`src/include/ipk_pkg.sv`:
```
/*
 * Constants, register map and state codes for the paddle keyer.
 * Assumes a single 25 MHz system clock.
 */
`default_nettype none
package ipk_pkg;
	// ------------------------------------------------------------
	// clock and timing
	// ------------------------------------------------------------
	localparam int CLK_HZ = 25000000;
	localparam int UNIT_MS_WPM = 1200;
	// one centi-unit threshold, scaled by words per minute
	localparam int CENTI_NUM = CLK_HZ / 1000 * UNIT_MS_WPM / 100;
	localparam int DEBOUNCE_US = 1000;
	localparam int DEBOUNCE_CYC = CLK_HZ / 1000000 * DEBOUNCE_US;
	// element figures in hundredths of a unit
	localparam logic [8:0] ELEM_PERIOD = 9'h0C8;
	localparam logic [7:0] WEIGHT_CLASSIC = 8'h64;
	localparam logic [7:0] WEIGHT_SPAN = 8'h32;
	localparam logic [6:0] WPM_MIN = 7'h06;
	localparam logic [6:0] WPM_MAX_STD = 7'h32;
	localparam logic [6:0] WPM_MAX_FAST = 7'h5A;
	// ------------------------------------------------------------
	// register map
	// ------------------------------------------------------------
	localparam logic [3:0] OFS_CTRL = 4'h0;
	localparam logic [3:0] OFS_SPEED = 4'h4;
	localparam logic [3:0] OFS_WEIGHT = 4'h8;
	localparam logic [3:0] OFS_STATUS = 4'hC;
	localparam int CTRL_SHORT_MEM = 0;
	localparam int CTRL_LONG_MEM = 1;
	localparam int CTRL_WEIGHT_MODE = 2;
	localparam int WEIGHT_LIGHT_LSB = 8;
	localparam logic [2:0] CTRL_RESET = 3'h3;
	localparam logic [6:0] SPEED_RESET = 7'h14;
	localparam logic [5:0] ADJ_RESET = 6'h00;
	localparam logic [1:0] RESP_OKAY = 2'h0;
	localparam logic [1:0] RESP_SLVERR = 2'h2;
	// ------------------------------------------------------------
	// sequencer states
	// ------------------------------------------------------------
	typedef enum logic [1:0] {
		ST_IDLE = 2'b00,
		ST_ON = 2'b01,
		ST_OFF = 2'b10
	} ipk_state_t;
endpackage
`default_nettype wire

```
`src/hw/ipk_keyer.sv`:
```
/*
 * Iambic paddle keyer with AXI4-Lite control registers.
 * Assumes paddle inputs are active high and may be asynchronous to core_clk_in.
 */
// The implementer's own choices: the placing of the registers and the AXI4-Lite register port.
`timescale 1ns/1ps
`default_nettype none
// Overview of operation
// - short memory catches short paddle during long, short follows it
// - latched short goes between longs, longs then resume while held
// - short memory only, both paddles held gives continuous shorts
// - long first then both, one long then continuous shorts
// - short memory off, short paddle ignored while a long runs
// - long memory catches long paddle during short, long inserted
// - both memories, both paddles held alternate short and long
// - squeeze starts with element of the paddle closed first
// - long is two short periods with the gap kept keyed
// - timebase runs only while an element is being made
// - completion pulse is raised as the sequencer returns to idle, elements self-complete
// - fixed weighting holds the same ratio at every speed
// - fixed weighting, both adjusts zero, gives one unit short
// - auto weighting moves from heavy toward light as speed rises
// - sidetone gate equals keyed output
// - speed 6 to 50 wpm, build option raises top to 90
// - classical short one unit, gap one unit, long three units
// - weighting changes the gap oppositely, period stays constant
module ipk_keyer #(
	parameter bit FAST_SPEED = 1'b0,
	parameter int CENTI_NUM = ipk_pkg::CENTI_NUM,
	parameter int DEBOUNCE_CYC = ipk_pkg::DEBOUNCE_CYC
) (
	// clock and reset
	input wire logic core_clk_in,
	input wire logic rstn_in,
	// paddles and key line
	input wire logic short_paddle_in,
	input wire logic long_paddle_in,
	output logic keyed_output_out,
	output logic sidetone_gate_out,
	// axi4-lite write
	input wire logic [3:0] s_axi_awaddr_in,
	input wire logic s_axi_awvalid_in,
	output logic s_axi_awready_out,
	input wire logic [31:0] s_axi_wdata_in,
	input wire logic [3:0] s_axi_wstrb_in,
	input wire logic s_axi_wvalid_in,
	output logic s_axi_wready_out,
	output logic [1:0] s_axi_bresp_out,
	output logic s_axi_bvalid_out,
	input wire logic s_axi_bready_in,
	// axi4-lite read
	input wire logic [3:0] s_axi_araddr_in,
	input wire logic s_axi_arvalid_in,
	output logic s_axi_arready_out,
	output logic [31:0] s_axi_rdata_out,
	output logic [1:0] s_axi_rresp_out,
	output logic s_axi_rvalid_out,
	input wire logic s_axi_rready_in
);
	localparam logic [6:0] WPM_MAX =
		FAST_SPEED ? ipk_pkg::WPM_MAX_FAST : ipk_pkg::WPM_MAX_STD;
	localparam int SPAN = int'(WPM_MAX - ipk_pkg::WPM_MIN);
	// rounded up so the top speed lands exactly on the light end
	localparam int RECIP = (65536 + SPAN - 1) / SPAN;

	function automatic logic [7:0] clamp_adj(input logic [5:0] v);
		clamp_adj = ({2'h0, v} > ipk_pkg::WEIGHT_SPAN) ?
			ipk_pkg::WEIGHT_SPAN : {2'h0, v};
	endfunction

	function automatic logic [6:0] clamp_wpm(input logic [6:0] v);
		if (v < ipk_pkg::WPM_MIN) begin
			clamp_wpm = ipk_pkg::WPM_MIN;
		end else if (v > WPM_MAX) begin
			clamp_wpm = WPM_MAX;
		end else begin
			clamp_wpm = v;
		end
	endfunction

	logic [2:0] ctrl_reg;
	logic [6:0] speed_reg;
	logic [5:0] heavy_reg;
	logic [5:0] light_reg;
	logic [1:0] pad_meta_reg;
	logic [1:0] pad_sync_reg;
	logic [1:0] pad_deb_reg;
	logic [31:0] deb_cnt_reg [2];
	logic [7:0] weight_reg;
	logic [19:0] acc_reg;
	logic [8:0] cnt_reg;
	logic [8:0] on_len_reg;
	logic [8:0] off_len_reg;
	ipk_pkg::ipk_state_t state_reg;
	logic elem_long_reg;
	logic last_long_reg;
	logic last_valid_reg;
	logic short_mem_reg;
	logic long_mem_reg;
	logic done_reg;
	logic [3:0] aw_addr_reg;
	logic [31:0] w_data_reg;
	logic [3:0] w_strb_reg;
	logic aw_hold_reg;
	logic w_hold_reg;

	// ------------------------------------------------------------
	// paddle synchroniser and debounce
	// ------------------------------------------------------------
	// two flops then hold-off counter
	always_ff @(posedge core_clk_in or negedge rstn_in) begin
		if (!rstn_in) begin
			pad_meta_reg <= 2'h0;
			pad_sync_reg <= 2'h0;
			pad_deb_reg <= 2'h0;
			deb_cnt_reg[0] <= 32'h0;
			deb_cnt_reg[1] <= 32'h0;
		end else begin
			pad_meta_reg <= {long_paddle_in, short_paddle_in};
			pad_sync_reg <= pad_meta_reg;
			for (int i = 0; i < 2; i++) begin
				if (pad_sync_reg[i] == pad_deb_reg[i]) begin
					deb_cnt_reg[i] <= 32'h0;
				end else if (deb_cnt_reg[i] >= 32'(DEBOUNCE_CYC - 1)) begin
					deb_cnt_reg[i] <= 32'h0;
					pad_deb_reg[i] <= pad_sync_reg[i];
				end else begin
					deb_cnt_reg[i] <= deb_cnt_reg[i] + 32'h1;
				end
			end
		end
	end

	// ------------------------------------------------------------
	// weighting
	// ------------------------------------------------------------
	logic [6:0] wpm;
	logic [7:0] heavy;
	logic [7:0] light;
	logic [31:0] drop;
	logic [7:0] weight_next;
	always_comb begin
		wpm = clamp_wpm(speed_reg);
		heavy = clamp_adj(heavy_reg);
		light = clamp_adj(light_reg);
		// linear slide from heavy end to light end of speed range
		drop = 32'(heavy + light) * 32'(wpm - ipk_pkg::WPM_MIN) * 32'(RECIP);
		if (ctrl_reg[ipk_pkg::CTRL_WEIGHT_MODE]) begin
			weight_next = ipk_pkg::WEIGHT_CLASSIC + heavy - drop[23:16];
		end else begin
			// fixed ratio, classical when both adjusts zero
			weight_next = ipk_pkg::WEIGHT_CLASSIC + heavy - light;
		end
	end

	always_ff @(posedge core_clk_in or negedge rstn_in) begin
		if (!rstn_in) begin
			weight_reg <= ipk_pkg::WEIGHT_CLASSIC;
		end else begin
			weight_reg <= weight_next;
		end
	end

	// ------------------------------------------------------------
	// element timebase
	// ------------------------------------------------------------
	logic [19:0] acc_sum;
	logic tick;
	assign acc_sum = acc_reg + {13'h0, wpm};
	assign tick = (state_reg != ipk_pkg::ST_IDLE) && (acc_sum >= 20'(CENTI_NUM));

	// phase restarts at every element start
	always_ff @(posedge core_clk_in or negedge rstn_in) begin
		if (!rstn_in) begin
			acc_reg <= 20'h0;
		end else if (state_reg == ipk_pkg::ST_IDLE) begin
			acc_reg <= 20'h0;
		end else begin
			acc_reg <= tick ? acc_sum - 20'(CENTI_NUM) : acc_sum;
		end
	end

	// ------------------------------------------------------------
	// element choice
	// ------------------------------------------------------------
	logic short_en;
	logic long_en;
	logic want_s;
	logic want_l;
	logic pick_long;
	always_comb begin
		short_en = ctrl_reg[ipk_pkg::CTRL_SHORT_MEM];
		long_en = ctrl_reg[ipk_pkg::CTRL_LONG_MEM];
		want_s = pad_deb_reg[0] | short_mem_reg;
		want_l = pad_deb_reg[1] | long_mem_reg;
		pick_long = want_l;
		if (want_s && want_l) begin
			if (short_en && long_en) begin
				// alternate, first element follows first paddle
				pick_long = last_valid_reg ? !last_long_reg : 1'b0;
			end else begin
				// short wins with short memory; long wins without
				pick_long = !short_en;
			end
		end
	end

	// ------------------------------------------------------------
	// sequencer
	// ------------------------------------------------------------
	always_ff @(posedge core_clk_in or negedge rstn_in) begin
		if (!rstn_in) begin
			state_reg <= ipk_pkg::ST_IDLE;
			cnt_reg <= 9'h0;
			on_len_reg <= 9'h0;
			off_len_reg <= 9'h0;
			elem_long_reg <= 1'b0;
			last_long_reg <= 1'b0;
			last_valid_reg <= 1'b0;
			keyed_output_out <= 1'b0;
			sidetone_gate_out <= 1'b0;
			done_reg <= 1'b0;
		end else begin
			done_reg <= 1'b0;
			case (state_reg)
				ipk_pkg::ST_IDLE: begin
					cnt_reg <= 9'h0;
					last_valid_reg <= want_s | want_l;
					if (want_s || want_l) begin
						state_reg <= ipk_pkg::ST_ON;
						elem_long_reg <= pick_long;
						last_long_reg <= pick_long;
						// long keeps the inner gap keyed
						on_len_reg <= pick_long ?
							ipk_pkg::ELEM_PERIOD + {1'b0, weight_reg} :
							{1'b0, weight_reg};
						off_len_reg <= ipk_pkg::ELEM_PERIOD - {1'b0, weight_reg};
						keyed_output_out <= 1'b1;
						sidetone_gate_out <= 1'b1;
					end
				end
				ipk_pkg::ST_ON: begin
					if (tick) begin
						if (cnt_reg == on_len_reg - 9'h1) begin
							state_reg <= ipk_pkg::ST_OFF;
							cnt_reg <= 9'h0;
							keyed_output_out <= 1'b0;
							sidetone_gate_out <= 1'b0;
						end else begin
							cnt_reg <= cnt_reg + 9'h1;
						end
					end
				end
				ipk_pkg::ST_OFF: begin
					if (tick) begin
						if (cnt_reg == off_len_reg - 9'h1) begin
							state_reg <= ipk_pkg::ST_IDLE;
							done_reg <= 1'b1;
						end else begin
							cnt_reg <= cnt_reg + 9'h1;
						end
					end
				end
				default: begin
					state_reg <= ipk_pkg::ST_IDLE;
				end
			endcase
		end
	end

	// ------------------------------------------------------------
	// element memories
	// ------------------------------------------------------------
	logic busy;
	logic start;
	assign busy = state_reg != ipk_pkg::ST_IDLE;
	assign start = !busy && (want_s || want_l);

	// latch the other paddle, set beats clear
	always_ff @(posedge core_clk_in or negedge rstn_in) begin
		if (!rstn_in) begin
			short_mem_reg <= 1'b0;
			long_mem_reg <= 1'b0;
		end else begin
			if (!short_en) begin
				short_mem_reg <= 1'b0;
			end else if (busy && elem_long_reg && pad_deb_reg[0]) begin
				short_mem_reg <= 1'b1;
			end else if (start && !pick_long) begin
				short_mem_reg <= 1'b0;
			end
			if (!long_en) begin
				long_mem_reg <= 1'b0;
			end else if (busy && !elem_long_reg && pad_deb_reg[1]) begin
				long_mem_reg <= 1'b1;
			end else if (start && pick_long) begin
				long_mem_reg <= 1'b0;
			end
		end
	end

	// ------------------------------------------------------------
	// axi4-lite slave
	// ------------------------------------------------------------
	function automatic logic [31:0] rd_word(input logic [3:0] a);
		case (a)
			ipk_pkg::OFS_CTRL: rd_word = {29'h0, ctrl_reg};
			ipk_pkg::OFS_SPEED: rd_word = {25'h0, speed_reg};
			ipk_pkg::OFS_WEIGHT: rd_word = {18'h0, light_reg, 2'h0, heavy_reg};
			ipk_pkg::OFS_STATUS: rd_word = {16'h0, weight_reg, pad_deb_reg,
				state_reg, long_mem_reg, short_mem_reg, elem_long_reg,
				keyed_output_out};
			default: rd_word = 32'h0;
		endcase
	endfunction

	logic do_write;
	assign do_write = aw_hold_reg && w_hold_reg && !s_axi_bvalid_out;

	always_ff @(posedge core_clk_in or negedge rstn_in) begin
		if (!rstn_in) begin
			aw_hold_reg <= 1'b0;
			w_hold_reg <= 1'b0;
			aw_addr_reg <= 4'h0;
			w_data_reg <= 32'h0;
			w_strb_reg <= 4'h0;
			s_axi_awready_out <= 1'b0;
			s_axi_wready_out <= 1'b0;
			s_axi_bvalid_out <= 1'b0;
			s_axi_bresp_out <= ipk_pkg::RESP_OKAY;
		end else begin
			if (s_axi_awready_out && s_axi_awvalid_in) begin
				s_axi_awready_out <= 1'b0;
				aw_hold_reg <= 1'b1;
				aw_addr_reg <= s_axi_awaddr_in;
			end else if (!aw_hold_reg && !s_axi_bvalid_out) begin
				s_axi_awready_out <= 1'b1;
			end
			if (s_axi_wready_out && s_axi_wvalid_in) begin
				s_axi_wready_out <= 1'b0;
				w_hold_reg <= 1'b1;
				w_data_reg <= s_axi_wdata_in;
				w_strb_reg <= s_axi_wstrb_in;
			end else if (!w_hold_reg && !s_axi_bvalid_out) begin
				s_axi_wready_out <= 1'b1;
			end
			if (do_write) begin
				aw_hold_reg <= 1'b0;
				w_hold_reg <= 1'b0;
				s_axi_bvalid_out <= 1'b1;
				s_axi_bresp_out <= (aw_addr_reg[1:0] != 2'h0 ||
					aw_addr_reg == ipk_pkg::OFS_STATUS) ?
					ipk_pkg::RESP_SLVERR : ipk_pkg::RESP_OKAY;
			end else if (s_axi_bvalid_out && s_axi_bready_in) begin
				s_axi_bvalid_out <= 1'b0;
			end
		end
	end

	// control registers, byte lanes 0 and 1
	always_ff @(posedge core_clk_in or negedge rstn_in) begin
		if (!rstn_in) begin
			ctrl_reg <= ipk_pkg::CTRL_RESET;
			speed_reg <= ipk_pkg::SPEED_RESET;
			heavy_reg <= ipk_pkg::ADJ_RESET;
			light_reg <= ipk_pkg::ADJ_RESET;
		end else if (do_write) begin
			case (aw_addr_reg)
				ipk_pkg::OFS_CTRL:
					if (w_strb_reg[0]) ctrl_reg <= w_data_reg[2:0];
				ipk_pkg::OFS_SPEED:
					if (w_strb_reg[0]) speed_reg <= w_data_reg[6:0];
				ipk_pkg::OFS_WEIGHT: begin
					if (w_strb_reg[0]) heavy_reg <= w_data_reg[5:0];
					if (w_strb_reg[1]) light_reg <= w_data_reg[13:8];
				end
				default: begin
				end
			endcase
		end
	end

	always_ff @(posedge core_clk_in or negedge rstn_in) begin
		if (!rstn_in) begin
			s_axi_arready_out <= 1'b0;
			s_axi_rvalid_out <= 1'b0;
			s_axi_rdata_out <= 32'h0;
			s_axi_rresp_out <= ipk_pkg::RESP_OKAY;
		end else if (s_axi_arready_out && s_axi_arvalid_in) begin
			s_axi_arready_out <= 1'b0;
			s_axi_rvalid_out <= 1'b1;
			s_axi_rdata_out <= rd_word(s_axi_araddr_in);
			s_axi_rresp_out <= (s_axi_araddr_in[1:0] != 2'h0) ?
				ipk_pkg::RESP_SLVERR : ipk_pkg::RESP_OKAY;
		end else if (s_axi_rvalid_out && s_axi_rready_in) begin
			s_axi_rvalid_out <= 1'b0;
		end else if (!s_axi_rvalid_out) begin
			s_axi_arready_out <= 1'b1;
		end
	end
endmodule
`default_nettype wire

```
`config.mk`:
```
export PLATFORM = sky130hd
export DESIGN_NAME = ipk_keyer
export DESIGN_NICKNAME = d
export VERILOG_FILES = /design/src/include/ipk_pkg.sv /design/src/hw/ipk_keyer.sv
export SDC_FILE = /design/constraint.sdc
export NUM_CORES = 1
export LEC_CHECK = 0
export BUFFER_PORTS_ARGS = -buffer_cell sky130_fd_sc_hd__buf_2
export CAP_MARGIN = 20
export CORE_ASPECT_RATIO = 1.5
export CORE_MARGIN = 2
export CORE_UTILIZATION = 45
export CTS_BUF_LIST = sky130_fd_sc_hd__clkbuf_4 sky130_fd_sc_hd__clkbuf_8 sky130_fd_sc_hd__clkbuf_16
export DETAILED_ROUTE_END_ITERATION = 16
export GPL_ROUTABILITY_DRIVEN = 0
export PLACE_DENSITY_LB_ADDON = 0.15
export SLEW_MARGIN = 20
export SYNTH_ARGS = -nofsm -noshare
export SYNTH_HDL_FRONTEND = slang
export SYNTH_SLANG_ARGS = --single-unit
```
`constraint.sdc`:
```
create_clock -name core_clk_in -period 13.3 [get_ports core_clk_in]
set_clock_uncertainty 0.2 [all_clocks]
set_input_delay 1.995 -clock core_clk_in [delete_from_list [all_inputs] [get_ports core_clk_in]]
set_output_delay 1.995 -clock core_clk_in [all_outputs]
set_load 0.005 [all_outputs]
```
==> results of run 1 <==
worst max-delay path, delay by kind of cell, from the launching register on:
family	cells	cell delay, ns
buffers and inverters	7	0.51
AO/OA/AOI/OAI	14	3.12
adder cells (fa/ha/maj)	12	5.31
flip-flops	1	0.44
XOR/XNOR	4	0.67
AND/OR/NAND/NOR	9	1.75
stage by stage:
step / setup slack [ns] / cells
after floorplan: 2.22 / 1579
after global placement: 1.34 / 2008
after detailed placement: 1.25 / 2008
after CTS: 1.19 / 2040
after global routing: 0.402 / 2040
final: 1.21 / 2040
layout make-up:
cell class	instances	area, µm²	share of cell area [%]
timing repair buffer	66	364	2.21
multi-input combinational	1153	9390	57.0
clock buffer	21	468	2.84
clock inverter	11	151	0.919
tap	420	526	3.19
inverter	172	646	3.92
sequential	197	4940	30.0
layout by cell type, fill, tap and decap left out, types with 5 or more instances in the layout:
master,synthesis,final
fa_1,88,88
buf_2,3,55
a31oi_1,12,12
and2_1,16,16
o211ai_1,7,7
o21ai_1,6,6
a21o_1,19,19
nand3b_1,6,6
or3_1,10,10
o21a_1,12,12
o21ai_0,50,50
xor2_1,57,57
nand2_1,103,103
xnor2_1,68,68
nor4_1,18,17
conb_1,2,60
buf_4,20,10
or2_2,8,8
nand4_1,6,6
nand3_1,34,34
a22oi_1,5,5
mux2i_1,14,14
clkbuf_16,0,17
and4_1,5,5
a21oi_1,46,46
ha_1,136,136
nor2_1,142,142
and3_1,13,13
inv_1,172,172
dfstp_2,7,7
mux2_2,48,48
dfrtp_1,190,190
nand2b_1,14,14
o31ai_1,10,10
a211oi_1,13,13
nor2b_1,20,20
nor3_1,21,21
layer usage:
layer	vias to the layer above	share of wire, %	routed length, µm	GRT usage [%]
met1	5224	39	12600	21.3
met2	122	56	17900	36.8
met4	4	2.7	868	7.00
met3	50	2.5	801	3.02
li1	5233	-	-	-
met5	-	0.065	21	0
final timing paths:
check	start	end	slack (ns)	cells past startpoint
min in group asynchronous	rstn_in	deb_cnt_reg[39]	1.49	1
hold / removal	pad_meta_reg[1]	pad_sync_reg[1]	0.15	0
setup / recovery	speed_reg[1]	weight_reg[7]	1.21	46
max in group asynchronous	rstn_in	acc_reg[5]	9.88	2
hold reg to reg	pad_meta_reg[1]	pad_sync_reg[1]	0.15	0
setup reg to reg	speed_reg[1]	weight_reg[7]	1.21	46
kinds of logic (layout without fill, tap and decap cells):
group / Yosys count / after routing
mux: 67 / 67
xor+xnor: 126 / 126
simple gates: 440 / 440
flops: 197 / 197
compound gates: 236 / 236
buf+inv: 229 / 270
fa+ha+maj: 224 / 224
other cells: 2 / 60
==> flow_metrics.env, run 1 <==
export IMPL_status="complete, no violations"
export IMPL_synthSimpleGateAreaFrac_pct=14.3
export IMPL_design_area_um2=16500
export IMPL_drt_first_pass_iters=4
export IMPL_ioPinCount=96
export IMPL_finalHoldViolCount=0
export IMPL_critPathLaunchType="flip-flop"
export IMPL_cp_end_kind="flip-flop"
export IMPL_grt_max_degree=124
export IMPL_coreArea_um2=33200
export IMPL_synth_adder_area_share_pct=23.0
export IMPL_synthToLayoutAreaGrowth_pct=9.40
export IMPL_die_height_um=228
export IMPL_placed_area_um2=15900
export IMPL_clock_latency_ns=0.46
export IMPL_drt_iter0_markers=360
export IMPL_maxSlewViolCount=0
export IMPL_synthXorXnorAreaFrac_pct=7.42
export IMPL_maxCapViolCount=0
export IMPL_grt_total_usage_pct=19.3
export IMPL_largest_register_ffs=64
export IMPL_hold_slack_ns=0.152
export IMPL_ys_seq_elements=197
export IMPL_place_port_buffers=56
export IMPL_synth_commonest_cells="190 x dfrtp_1, 172 x inv_1, 142 x nor2_1, 136 x ha_1, 103 x nand2_1"
export IMPL_setup_tns_ns=0
export IMPL_grt_pass1_wl_um=54300
export IMPL_cts_hold_buffers=0
export IMPL_postRouteWirelength_um=32100
export IMPL_clockBufferDepth=2
export IMPL_ys_seq_area_share_pct=32.8
export IMPL_dieArea_um2=35000
export IMPL_ys_async_sr_fraction_pct=100
export IMPL_setup_viol=0
export IMPL_worstSetupPathType="flip-flop to flip-flop"
export IMPL_antenna_found_initial=2
export IMPL_antenna_cells=0
export IMPL_cpMostUsedCell="fa_1"
export IMPL_netlist_cell_type_count=92
export IMPL_hpwl_um=25600
export IMPL_cts_resized_gates=0
export IMPL_yosysMostFrequentCell="dfrtp_1"
export IMPL_grt_setup_unrepaired="no"
export IMPL_cts_tree="done"
export IMPL_muxShareOfSynthArea_pct=5.14
export IMPL_critPathRequiredTime_ns=13.48
export IMPL_period_needed_ns=12.09
export IMPL_synth_edf_count=0
export IMPL_die_w_um=153
export IMPL_avgSynthCellArea_um2=9.91
export IMPL_fillers=3149
export IMPL_synth_area_um2=15100
export IMPL_overflow=0
export IMPL_yosysTopAreaCellShare_pct=31.6
export IMPL_start_util_pct=45.3
export IMPL_synth_top_family_by_area="adder cells"
export IMPL_cpMaxStageDelayCell="or3_1"
export IMPL_htree_levels=4
export IMPL_cts_root_buffer="clkbuf_16"
export IMPL_clock_sinks=197
export IMPL_hp_class="flip-flop to flip-flop"
export IMPL_drc=0
export IMPL_rows=82
export IMPL_synth_compound_area_share_pct=10.9
export IMPL_viasPerCell=5.21
export IMPL_synth_warnings=0
export IMPL_fin_nets=1884
export IMPL_grt_pass1_vias=10927
export IMPL_slowest_delay_ns=0.56
export IMPL_yosysTopAreaCell="dfrtp_1"
export IMPL_drive_gt1_share_pct=11.4
export IMPL_period_share_pct=90.9
export IMPL_crit_fanout=10
export IMPL_vias=10633
export IMPL_ant_nets=0
export IMPL_post_route_util_pct=49.6
export IMPL_max_freq_mhz=82.7
export IMPL_cts_made_buffers=17
export IMPL_path_clk_slew_ns=0.07
export IMPL_syn_inst=1521
export IMPL_slew_headroom_pct=24.2
export IMPL_ys_flop_type="dfrtp_1"
export IMPL_routedWlPerCell_um=15.7
export IMPL_worstPathArrival_ns=12.28
export IMPL_tightestPinTransition_ns=1.13
export IMPL_synthTopCellsByArea="dfrtp_1 32%, fa_1 12%, ha_1 11%, inv_1 4.3%, xnor2_1 4.0%"
export IMPL_cts_setup_buffers=0
Power of run 1 is not shown: default switching activity piles up to over one toggle a cycle in this logic, so the estimate is an artifact.
==> run 2, diff against run 1 <==
--- a/config.mk
+++ b/config.mk
@@ -5,7 +5,7 @@
 export SDC_FILE = /design/constraint.sdc
 export NUM_CORES = 1
 export LEC_CHECK = 0
-export BUFFER_PORTS_ARGS = -buffer_cell sky130_fd_sc_hd__buf_2
+export BUFFER_PORTS_ARGS = -buffer_cell sky130_fd_sc_hd__clkbuf_2
 export CAP_MARGIN = 20
 export CORE_ASPECT_RATIO = 1.5
 export CORE_MARGIN = 2
==> run 2 against run 1 <==
Effect of this change: register-to-register slack better by 0.03 ns; global-route usage hardly changed; critical path depth stayed put; flip-flop and latch count stayed put; hold slack better by 0.0015 ns; cell count hardly changed; maximum frequency is 0.25% higher; count of clock-buffer cells in the layout is 3 lower; cell area stayed put; routed wire length is 0.45% lower; die area stayed put.
==> flow_metrics.env, run 2 (same netlist as run 1, synthesis figures left out) <==
export IMPL_cts_tree="done"
export IMPL_slowest_delay_ns=0.56
export IMPL_grt_pass1_wl_um=54500
export IMPL_antenna_cells=0
export IMPL_drc=0
export IMPL_start_util_pct=45.3
export IMPL_die_height_um=228
export IMPL_setup_tns_ns=0
export IMPL_postRouteWirelength_um=32000
export IMPL_routedWlPerCell_um=15.7
export IMPL_final_cell_mix="190 x dfrtp_1, 172 x inv_1, 142 x nor2_1, 136 x ha_1, 103 x nand2_1"
export IMPL_grt_setup_unrepaired="no"
export IMPL_timing_rr_start="speed_reg[1]"
export IMPL_register_area_um2=4940
export IMPL_dp_slack_ns=1.15
export IMPL_cpMostUsedCell="fa_1"
export IMPL_period_needed_ns=12.06
export IMPL_clock_latency_ns=0.46
export IMPL_cpMaxStageDelayCell="or3_1"
export IMPL_drt_iter0_markers=388
export IMPL_cts_root_buffer="clkbuf_16"
export IMPL_cp_end_kind="flip-flop"
export IMPL_max_freq_mhz=82.9
export IMPL_setup_ws_ns=1.24
export IMPL_mostFrequentLayoutCell="dfrtp_1"
export IMPL_cts_made_buffers=17
export IMPL_design_area_um2=16500
export IMPL_crit_fanout=10
export IMPL_fin_nets=1886
export IMPL_overflow=0
export IMPL_critPathLaunchType="flip-flop"
export IMPL_placed_area_um2=15900
export IMPL_grt_max_degree=72
export IMPL_finalHoldViolCount=0
export IMPL_multi_input_area_um2=9390
export IMPL_synthToLayoutAreaGrowth_pct=9.40
export IMPL_startpoint="speed_reg[1]"
export IMPL_period_share_pct=90.7
export IMPL_largest_register_ffs=64
export IMPL_cts_resized_gates=0
export IMPL_r2r_end="weight_reg[7]"
export IMPL_critPathRequiredTime_ns=13.49
export IMPL_ant_nets=0
export IMPL_drive_gt1_share_pct=11.5
export IMPL_worstSetupPathType="flip-flop to flip-flop"
export IMPL_dp_cells=2010
export IMPL_coreArea_um2=33200
export IMPL_drt_first_pass_iters=6
export IMPL_grt_pass1_vias=11133
export IMPL_ioPinCount=96
export IMPL_hp_class="flip-flop to flip-flop"
export IMPL_maxSlewViolCount=0
export IMPL_fillers=3147
export IMPL_tightestPinTransition_ns=1.04
export IMPL_viasPerCell=5.20
export IMPL_maxCapViolCount=0
export IMPL_htree_levels=4
export IMPL_hpwl_um=25700
export IMPL_dieArea_um2=35000
export IMPL_hold_start="pad_meta_reg[0]"
export IMPL_antenna_found_initial=2
export IMPL_worstPathArrival_ns=12.25
export IMPL_reg2reg_slack_ns=1.24
export IMPL_vias=10628
export IMPL_path_clk_slew_ns=0.08
export IMPL_cts_hold_buffers=0
export IMPL_r2r_cells=46
export IMPL_status="complete, no violations"
export IMPL_min_to="pad_sync_reg[0]"
export IMPL_clockBufferDepth=2
export IMPL_place_port_buffers=56
export IMPL_hold_depth=0
export IMPL_grt_total_usage_pct=19.3
export IMPL_clock_sinks=197
export IMPL_rows=82
export IMPL_setup_viol=0
export IMPL_slew_headroom_pct=30.3
export IMPL_final_cells=2042
export IMPL_cts_setup_buffers=0
export IMPL_die_w_um=153
==> run 2: cell count changes in the layout (fill, tap and decap cells not counted), sizes merged <==
cell / change
buf: -53
bufinv: -1
clkbuf: +52
clkinv: -1
clkinvlp: -2
inv: +7
==> run 2: worst max-delay path: cells and delay by family, from the launching register on <==
kind,cells,cell delay (ns)
and+or+nand+nor,8,1.71
AOI/OAI and AO/OA,13,2.73
adders and majority gates,13,5.62
xor gates and xnor gates,4,0.66
DFF,1,0.44
buffers and inverters,8,0.59
==> run 2: worst max-delay path by stage <==
| stage | to | slack, ns | cells after the start |
|---|---|---|---|
| floorplan | weight_reg[7] | 2.22 | 44 |
| global placement | weight_reg[7] | 1.35 | 46 |
| detailed placement | weight_reg[7] | 1.15 | 46 |
| CTS | weight_reg[7] | 1.12 | 46 |
| global route | weight_reg[7] | 0.37 | 46 |
| finish | weight_reg[7] | 1.24 | 46 |
==> run 2: per-stage QoR <==
step | utilization (%) | hold slack (ns)
3_3_place_gp | 47.8 | 0.141
3_5_place_dp | 47.8 | 0.139
6_report | 49.6 | 0.154
2_1_floorplan | - | 0.131
5_1_grt | 49.6 | 0.172
4_1_cts | 49.6 | 0.155
==> run 2: area by class of cell <==
type / count / area share, %
Clock buffer: 18 / 2.66
Clock inverter: 14 / 1.00
Multi-Input combinational cell: 1153 / 57.0
Sequential cell: 197 / 30.0
Inverter: 172 / 3.92
Tap cell: 420 / 3.19
Timing Repair Buffer: 68 / 2.30
==> run 2: routing by layer <==
layer | GRT usage [%] | up-vias | part of all wire [%] | wire [µm]
met5 | 0 | - | 0.072 | 23
met4 | 8.77 | 4 | 4.0 | 1290
met3 | 3.15 | 63 | 2.6 | 841
met2 | 36.4 | 127 | 54 | 17300
met1 | 20.9 | 5201 | 39 | 12500
li1 | - | 5233 | - | -
Power of run 2 is left out for the same reason.
